`src/rtl/cdb_cfg.svh`:
```
`ifndef CDB_CFG_SVH
`define CDB_CFG_SVH
// Register offsets on the plain register port
`define CDB_ADDR_W        4
`define CDB_OFF_CTRL      4'h0
`define CDB_OFF_RISE      4'h1
`define CDB_OFF_FALL      4'h2
`define CDB_OFF_STATUS    4'h3
`define CDB_OFF_ACT_RISE  4'h4
`define CDB_OFF_ACT_FALL  4'h5
// Control fields
`define CDB_CTRL_EN       0
`define CDB_CTRL_FULL     1
`define CDB_CTRL_REV      2
`define CDB_CTRL_LD       3
// Status fields
`define CDB_STAT_A        0
`define CDB_STAT_B        1
`define CDB_STAT_C        2
`define CDB_STAT_D        3
`define CDB_STAT_LD       4
// Count width and limit
`define CDB_CNT_W         7
`define CDB_CNT_MAX       7'h40
`define CDB_CNT_RST       7'h00
`endif

```
`src/rtl/cdb_pkg.sv`:
```
package cdb_pkg;
    typedef enum logic [1:0] {
        CDB_LD_IDLE = 2'b00,
        CDB_LD_WAIT_FALL = 2'b01,
        CDB_LD_WAIT_RISE = 2'b10
    } cdb_ld_e;
endpackage

```
`src/rtl/cdb_top.sv`:
```
`timescale 1ns/1ns
`include "cdb_cfg.svh"
// Notes on behaviour
// - Half bridge: output A turns on after rising-edge dead band following input rise.
// - Full bridge: reverse dead band only on forward-to-reverse change, on output B.
// - Rising dead-band count spans 0 to 64 clock periods.
// - Dead band starts on the input edge; count zero gives no dead band.
// - Input reversing before count ends suppresses that output pulse.
// - Rising count double-buffered; with block disabled a write loads it at once.
// - Enabled: load after request, at first input rise following next fall.
// - Half bridge: output B turns on after falling-edge dead band following input fall.
// - Full bridge: forward dead band only on reverse-to-forward change, on output D.
// - Falling count spans 0 to 64 periods, starts on edge, zero adds nothing.
// - Falling count double-buffered; with block disabled a write loads it at once.
module cdb_top #(
    parameter int CNT_W = `CDB_CNT_W
) (
    input  wire logic                   sys_clk_i,
    input  wire logic                   reset_i,
    input  wire logic                   ce_i,
    input  wire logic                   data_i,
    input  wire logic [`CDB_ADDR_W-1:0] addr_i,
    input  wire logic [7:0]             wdata_i,
    input  wire logic                   wr_i,
    input  wire logic                   rd_i,
    output logic [7:0]                  rdata_o,
    output logic                        bridge_output_a_o,
    output logic                        bridge_output_b_o,
    output logic                        bridge_output_c_o,
    output logic                        bridge_output_d_o
);
    logic             en_r;
    logic             full_r;
    logic             rev_r;
    logic             buffer_load_request_r;
    logic [CNT_W-1:0] rise_deadband_count_r;
    logic [CNT_W-1:0] fall_deadband_count_r;
    logic [CNT_W-1:0] act_rise_r;
    logic [CNT_W-1:0] act_fall_r;
    logic             data_d_r;
    logic             rev_d_r;
    logic             fwd_hold_r;
    logic             rev_hold_r;
    cdb_pkg::cdb_ld_e ld_st_r;
    cdb_pkg::cdb_ld_e ld_st_nxt;
    logic [7:0]       rdata_nxt;

    logic dly_rise_out;
    logic dly_fall_out;

    function automatic logic [CNT_W-1:0] clamp_cnt(input logic [7:0] v);
        clamp_cnt = (v > 8'(`CDB_CNT_MAX)) ? CNT_W'(`CDB_CNT_MAX) : v[CNT_W-1:0];
    endfunction

    function automatic logic [7:0] pad_cnt(input logic [CNT_W-1:0] v);
        pad_cnt = {{(8-CNT_W){1'b0}}, v};
    endfunction

    wire wr_ctrl_w   = wr_i & (addr_i == `CDB_OFF_CTRL);
    wire wr_rise_w   = wr_i & (addr_i == `CDB_OFF_RISE);
    wire wr_fall_w   = wr_i & (addr_i == `CDB_OFF_FALL);
    wire data_rise_w = data_i & ~data_d_r;
    wire data_fall_w = ~data_i & data_d_r;
    wire transfer_w  = en_r & (ld_st_r == cdb_pkg::CDB_LD_WAIT_RISE) & data_rise_w;
    wire ld_set_w    = wr_ctrl_w & wdata_i[`CDB_CTRL_LD];

    // Direction changes: a fresh change restarts the dead band on the affected leg
    wire to_rev_w = rev_r & ~rev_d_r;
    wire to_fwd_w = ~rev_r & rev_d_r;

    // Half bridge: A follows rising delay, B follows falling delay of the inverse.
    // Full bridge: delay requests gate the modulated leg after direction change.
    wire req_rise_w = full_r ? (rev_r & ~to_rev_w & ~rev_hold_r) : data_i;
    wire req_fall_w = full_r ? (~rev_r & ~to_fwd_w & ~fwd_hold_r) : ~data_i;

    cdb_delay #(.CNT_W(CNT_W)) u_rise (
        .sys_clk_i (sys_clk_i),
        .reset_i   (reset_i | ~en_r),
        .ce_i      (ce_i),
        .req_i     (req_rise_w),
        .count_i   (act_rise_r),
        .out_o     (dly_rise_out)
    );

    cdb_delay #(.CNT_W(CNT_W)) u_fall (
        .sys_clk_i (sys_clk_i),
        .reset_i   (reset_i | ~en_r),
        .ce_i      (ce_i),
        .req_i     (req_fall_w),
        .count_i   (act_fall_r),
        .out_o     (dly_fall_out)
    );

    // Load sequencing: wait for fall, then the next rise
    always_comb begin
        ld_st_nxt = ld_st_r;
        unique case (ld_st_r)
            cdb_pkg::CDB_LD_IDLE:
                if (ld_set_w && en_r) ld_st_nxt = cdb_pkg::CDB_LD_WAIT_FALL;
            cdb_pkg::CDB_LD_WAIT_FALL:
                if (data_fall_w) ld_st_nxt = cdb_pkg::CDB_LD_WAIT_RISE;
            cdb_pkg::CDB_LD_WAIT_RISE:
                if (data_rise_w) ld_st_nxt = cdb_pkg::CDB_LD_IDLE;
            default:
                ld_st_nxt = cdb_pkg::CDB_LD_IDLE;
        endcase
        if (!en_r)
            ld_st_nxt = cdb_pkg::CDB_LD_IDLE;
    end

    always_comb begin
        unique case (addr_i)
            `CDB_OFF_CTRL:     rdata_nxt = {4'h0, buffer_load_request_r, rev_r, full_r, en_r};
            `CDB_OFF_RISE:     rdata_nxt = pad_cnt(rise_deadband_count_r);
            `CDB_OFF_FALL:     rdata_nxt = pad_cnt(fall_deadband_count_r);
            `CDB_OFF_STATUS:   rdata_nxt = {3'h0, buffer_load_request_r, bridge_output_d_o,
                                            bridge_output_c_o, bridge_output_b_o,
                                            bridge_output_a_o};
            `CDB_OFF_ACT_RISE: rdata_nxt = pad_cnt(act_rise_r);
            `CDB_OFF_ACT_FALL: rdata_nxt = pad_cnt(act_fall_r);
            default:           rdata_nxt = 8'h00;
        endcase
    end

    always_ff @(posedge sys_clk_i) begin
        if (reset_i) begin
            en_r   <= 1'b0;
            full_r <= 1'b0;
            rev_r  <= 1'b0;
        end else if (ce_i && wr_ctrl_w) begin
            en_r   <= wdata_i[`CDB_CTRL_EN];
            full_r <= wdata_i[`CDB_CTRL_FULL];
            rev_r  <= wdata_i[`CDB_CTRL_REV];
        end
    end

    always_ff @(posedge sys_clk_i) begin
        if (reset_i) begin
            rise_deadband_count_r <= `CDB_CNT_RST;
            fall_deadband_count_r <= `CDB_CNT_RST;
        end else if (ce_i) begin
            if (wr_rise_w) rise_deadband_count_r <= clamp_cnt(wdata_i);
            if (wr_fall_w) fall_deadband_count_r <= clamp_cnt(wdata_i);
        end
    end

    // Disabled: writes pass straight to the active copy
    always_ff @(posedge sys_clk_i) begin
        if (reset_i) begin
            act_rise_r <= `CDB_CNT_RST;
            act_fall_r <= `CDB_CNT_RST;
        end else if (ce_i) begin
            if (!en_r && wr_rise_w) act_rise_r <= clamp_cnt(wdata_i);
            else if (transfer_w)    act_rise_r <= rise_deadband_count_r;
            if (!en_r && wr_fall_w) act_fall_r <= clamp_cnt(wdata_i);
            else if (transfer_w)    act_fall_r <= fall_deadband_count_r;
        end
    end

    // Set wins over the hardware clear
    always_ff @(posedge sys_clk_i) begin
        if (reset_i) begin
            buffer_load_request_r <= 1'b0;
            ld_st_r               <= cdb_pkg::CDB_LD_IDLE;
        end else if (ce_i) begin
            ld_st_r <= ld_st_nxt;
            if (ld_set_w && en_r)
                buffer_load_request_r <= 1'b1;
            else if (transfer_w || !en_r)
                buffer_load_request_r <= 1'b0;
        end
    end

    // Hold the new leg off for two cycles at a direction change so the delay restarts
    always_ff @(posedge sys_clk_i) begin
        if (reset_i) begin
            data_d_r   <= 1'b0;
            rev_d_r    <= 1'b0;
            fwd_hold_r <= 1'b0;
            rev_hold_r <= 1'b0;
        end else if (ce_i) begin
            data_d_r   <= data_i;
            rev_d_r    <= rev_r;
            fwd_hold_r <= to_fwd_w;
            rev_hold_r <= to_rev_w;
        end
    end

    always_ff @(posedge sys_clk_i) begin
        if (reset_i) begin
            rdata_o           <= 8'h00;
            bridge_output_a_o <= 1'b0;
            bridge_output_b_o <= 1'b0;
            bridge_output_c_o <= 1'b0;
            bridge_output_d_o <= 1'b0;
        end else if (ce_i) begin
            rdata_o <= rd_i ? rdata_nxt : 8'h00;
            if (full_r) begin
                // Forward: A on, D modulated. Reverse: C on, B modulated.
                // The live request drops the modulated leg on the same edge that the
                // steady leg switches, so a stale delay output cannot overlap them.
                bridge_output_a_o <= en_r & ~rev_r;
                bridge_output_b_o <= en_r & dly_rise_out & req_rise_w & data_i;
                bridge_output_c_o <= en_r & rev_r;
                bridge_output_d_o <= en_r & dly_fall_out & req_fall_w & data_i;
            end else begin
                bridge_output_a_o <= en_r & dly_rise_out;
                bridge_output_b_o <= en_r & dly_fall_out;
                bridge_output_c_o <= en_r & dly_rise_out;
                bridge_output_d_o <= en_r & dly_fall_out;
            end
        end
    end
endmodule

```
`src/rtl/cdb_delay.sv`:
```
`timescale 1ns/1ns
`include "cdb_cfg.svh"
// Delays the rising edge of a request level by a count of clocks.
// A falling request before the count ends cancels the pulse entirely.
module cdb_delay #(
    parameter int CNT_W = `CDB_CNT_W
) (
    input  wire logic             sys_clk_i,
    input  wire logic             reset_i,
    input  wire logic             ce_i,
    input  wire logic             req_i,
    input  wire logic [CNT_W-1:0] count_i,
    output logic                  out_o
);
    logic [CNT_W-1:0] cnt_r;
    logic             req_d_r;
    wire              rise_w = req_i & ~req_d_r;
    wire              zero_w = (count_i == '0);

    always_ff @(posedge sys_clk_i) begin
        if (reset_i) begin
            cnt_r   <= '0;
            req_d_r <= 1'b0;
            out_o   <= 1'b0;
        end else if (ce_i) begin
            req_d_r <= req_i;
            if (!req_i) begin
                out_o <= 1'b0;
                cnt_r <= '0;
            end else if (rise_w) begin
                out_o <= zero_w;
                cnt_r <= count_i;
            end else if (!out_o) begin
                if (cnt_r <= CNT_W'(1))
                    out_o <= 1'b1;
                cnt_r <= (cnt_r == '0) ? '0 : cnt_r - CNT_W'(1);
            end
        end
    end
endmodule

```
`config.mk`:
```
export PLATFORM = sky130hd
export DESIGN_NAME = cdb_top
export DESIGN_NICKNAME = d
export VERILOG_FILES = /design/src/rtl/cdb_pkg.sv /design/src/rtl/cdb_top.sv /design/src/rtl/cdb_delay.sv
export VERILOG_INCLUDE_DIRS = /design/src /design/src/rtl
export SDC_FILE = /design/constraint.sdc
export NUM_CORES = 1
export LEC_CHECK = 0
export ABC_AREA = 1
export BUFFER_PORTS_ARGS = -buffer_cell sky130_fd_sc_hd__buf_2
export CORE_UTILIZATION = 40
export CTS_BUF_LIST = sky130_fd_sc_hd__clkbuf_8
export DETAILED_ROUTE_END_ITERATION = 8
export GPL_ROUTABILITY_DRIVEN = 0
export GPL_TIMING_DRIVEN = 0
export MAX_ROUTING_LAYER = met4
export SETUP_SLACK_MARGIN = 0.15
export SYNTH_ARGS = -nofsm -noshare
export SYNTH_HDL_FRONTEND = slang
export SYNTH_SLANG_ARGS = --single-unit
```
`constraint.sdc`:
```
create_clock -name sys_clk_i -period 2.9 [get_ports sys_clk_i]
set_input_delay 0 -clock sys_clk_i [delete_from_list [all_inputs] [get_ports sys_clk_i]]
set_output_delay 0 -clock sys_clk_i [all_outputs]
set_load 0.02 [all_outputs]
```
==> flow_summary.yaml <==
worst_setup_path:
  r2r_cells: 9
  regToRegStartpoint: "rev_r$_SDFFE_PP0P_"
  r2r_slack_ps: 1220
  crit_end: "u_fall.cnt_r[1]$_SDFFE_PP0P_"
  path_class: "flip-flop to flip-flop"
  required_ps: 3150
  worstSetupEndpointType: "flip-flop"
  arrival_ps: 1930
  path_max_fanout: 10
  startpoint: "rev_r$_SDFFE_PP0P_"
  r2r_end: "u_fall.cnt_r[1]$_SDFFE_PP0P_"
  worstSetupStartpointType: "flip-flop"
yosys:
  syn_nets: 602
  synth_area_um2: 3780
  async_flop_share_pct: 0
  synth_cells: 578
  yosysUniqueCellTypes: 37
  synth-edff-count: 0
  synthMuxAreaShare_pct: 0
  synth_fa_ha_area_share_pct: 1.99
  synth.area.top_cells: "dfxtp_1 (35%), nand2_1 (13%), a21oi_1 (7.4%)"
  ys_warn_count: 0
  synth-seq-cells: 67
  synth_commonest_cells: "nand2_1 (129), dfxtp_1 (67), inv_1 (67)"
  synth_compound_area_share_pct: 19.1
  synth_top_family_by_area: "simple AND/OR/NAND/NOR gates"
  synth_most_common_cell: "nand2_1"
  synth_ff_type: "dfxtp_1"
  ys_seq_area_share_pct: 35.5
  synth_top_cell_by_area: "dfxtp_1"
  yosys.area_share.simple_pct: 31.8
  synth_top_area_share_pct: 35.5
  synth-xor-area-share_pct: 1.16
  avgSynthCellArea_um2: 6.54
run:
  maxCapViolCount: 0
placed_design:
  port_buffers: 24
  dp_hpwl_um: 8060
  dpl_worst_slack_ps: 1170
  dpl_cell_area_um2: 4040
cts:
  numCtsBuffers: 9
  cts_tree: "done"
  clockRootBuffer: "clkbuf_8"
  clock_latency_ps: 360
  cts.sinks: 67
  post_cts_resized: 0
  h-tree-depth: 3
  clockBufferDepth: 2
  clk_pin_slew_ps: 80
pwr:
  p_sw_mw: 0.511
  clock_power_share_pct: 41.9
  internal_power_mw: 1.37
  pwr-share-seq_pct: 49.8
  power_mw: 1.88
  comb_power_share_pct: 8.3
  switching_share_pct: 27.1
  powerDensity_nw_per_um2: 442
  peakVddDrop_v: 0.000223
  p_leak_nw: 1.87
timing:
  hold_viol_final: 0
  min_period_ps: 1680
  setup_violations: 0
  skew_ps: 13.2
  layout_setup_ws_ps: 1220
  setup_tns_ps: 0
  worstMarginPinSlew_ps: 1070
  relSlewSlack_pct: 28.4
  finalMaxSlewViolations: 0
  fmaxAchievable_mhz: 596
  fin_crit_sh_pct: 57.9
  rsz0062_at_grt: "no"
worst_hold_path:
  hp-class: "input port to flip-flop"
global_route:
  grt_pass1_wl_um: 17700
  grt_max_degree: 13
  busiest_layer: "met2"
  grt_overflow: 0
  antenna_found_initial: 0
  grt_pass1_vias: 3523
  grt_use_met3_pct: 4.08
  track_usage_pct: 23.8
  grt_use_met1_pct: 30.5
  grt_use_met2_pct: 37.8
drt:
  wl_per_cell_um: 14.4
  ant_nets: 0
  routed_wl_um: 10600
  via_per_inst: 5.26
  firstDrtPassIters: 5
  drc: 0
  via_count: 3846
  drt-initial-drc-count: 298
cells_and_area:
  drive_above_1_share_pct: 11.8
  area_growth_pct: 12.5
  layout.nets: 639
  diodes: 0
  design_area_um2: 4250
die:
  fp.dieH_um: 99.2
  io_pins: 30
  core_um2: 9200
  rows: 35
  start_util_pct: 41.1
  die_x_um: 99.2
  dieArea_um2: 9840
run_status:
  status: "finished clean"
power groups by stage:
stage | Sequential (mW) | Combinational [mW] | Clock (mW)
global route | 0.938 | 0.175 | 0.842
floorplan | 0.959 | 0.102 | 0
global placement | 0.959 | 0.152 | 0
CTS | 0.937 | 0.156 | 0.795
finish | 0.937 | 0.157 | 0.788
detailed placement | 0.959 | 0.153 | 0
flip-flops by register name (all words and copies together) (netlist names), 2 cells and up:
name and cells:
fall_deadband_count_r 7, act_rise_r 7, u_rise.cnt_r 7, rise_deadband_count_r 7, act_fall_r 7, u_fall.cnt_r 7
rdata_o 7, ld_st_r 2
cell type report:
type / instances / area (µm²)
multi-input combinational: 418 / 2050
clock buffer: 9 / 124
buffer: 18 / 106
clock inverter: 7 / 70.1
timing repair buffer: 26 / 140
sequential: 67 / 1340
tap: 111 / 139
fill: 975 / 4940
inverter: 75 / 287
cells in the final DEF, fill, tap and decap left out, types with 3 or more instances in the layout:
master | synthesis | final
nand2_1 | 129 | 129
inv_1 | 67 | 68
dfxtp_1 | 67 | 67
nor2_1 | 65 | 65
a21oi_1 | 56 | 56
nand3_1 | 50 | 50
o21ai_0 | 48 | 48
buf_2 | 4 | 28
nand4_1 | 12 | 12
clkbuf_8 | 0 | 9
o211ai_1 | 8 | 8
clkbuf_1 | 7 | 7
o21ai_1 | 7 | 7
ha_1 | 6 | 6
xor2_1 | 5 | 5
buf_4 | 5 | 5
nor3_1 | 5 | 5
inv_2 | 4 | 4
clkinv_2 | 2 | 4
nand2_2 | 3 | 3
nand2_4 | 3 | 3
nor2_2 | 3 | 3
o22ai_1 | 3 | 3
clkinv_4 | 0 | 3
cells by family after synthesis:
kind of cell / count (synthesis)
other: 1
adders and majority gates: 6
buffers and inverters: 93
AOI/OAI and AO/OA: 131
and+or+nand+nor: 275
DFF: 67
xor gates and xnor gates: 5
what timing repair did:
item                                   CTS  global route
endpoints found under the hold margin    2             0
hold buffers                             2             0
buffers inserted                         0             0
metal layers:
layer / share of wire (%) / wire (µm)
met1: 46 / 4910
met4: 2.3 / 244
met3: 4.8 / 511
met5: 0 / 0
met2: 46 / 4890
worst min path at each step:
stage | to | slack (ps) | depth (start not counted) | start
2_1_floorplan | bridge_output_d_o$_SDFFE_PP0P_ | 170 | 2 | data_i
3_3_place_gp | en_r$_SDFFE_PP0P_ | 320 | 3 | wdata_i[0]
3_5_place_dp | en_r$_SDFFE_PP0P_ | 320 | 3 | wdata_i[0]
4_1_cts | rev_r$_SDFFE_PP0P_ | 7 | 3 | wdata_i[2]
5_1_grt | data_d_r$_SDFFE_PP0P_ | 20 | 2 | reset_i
6_report | rise_deadband_count_r[3]$_SDFFE_PP0P_ | 10 | 3 | wdata_i[3]
worst max-delay path, stage by stage, from the launching register on:
cell and delay [ps]:
dfxtp_1 370, inv_1 170, nand3_1 180, a21oi_2 240, nand2_1 140, nand2_1 140
buf_4 190, nand2_1 60, nand2_1 60, nor2_1 40
through the flow:
step / hold WS [ps] / utilization [%] / cells
6_report: 12.9 / 46.2 / 731
5_1_grt: 18.5 / 46.2 / 731
4_1_cts: 6.86 / 46.2 / 731
3_5_place_dp: 318 / 43.9 / 713
3_3_place_gp: 323 / 43.9 / 713
2_1_floorplan: 165 / - / 578
(Power assumes the default switching activity.)
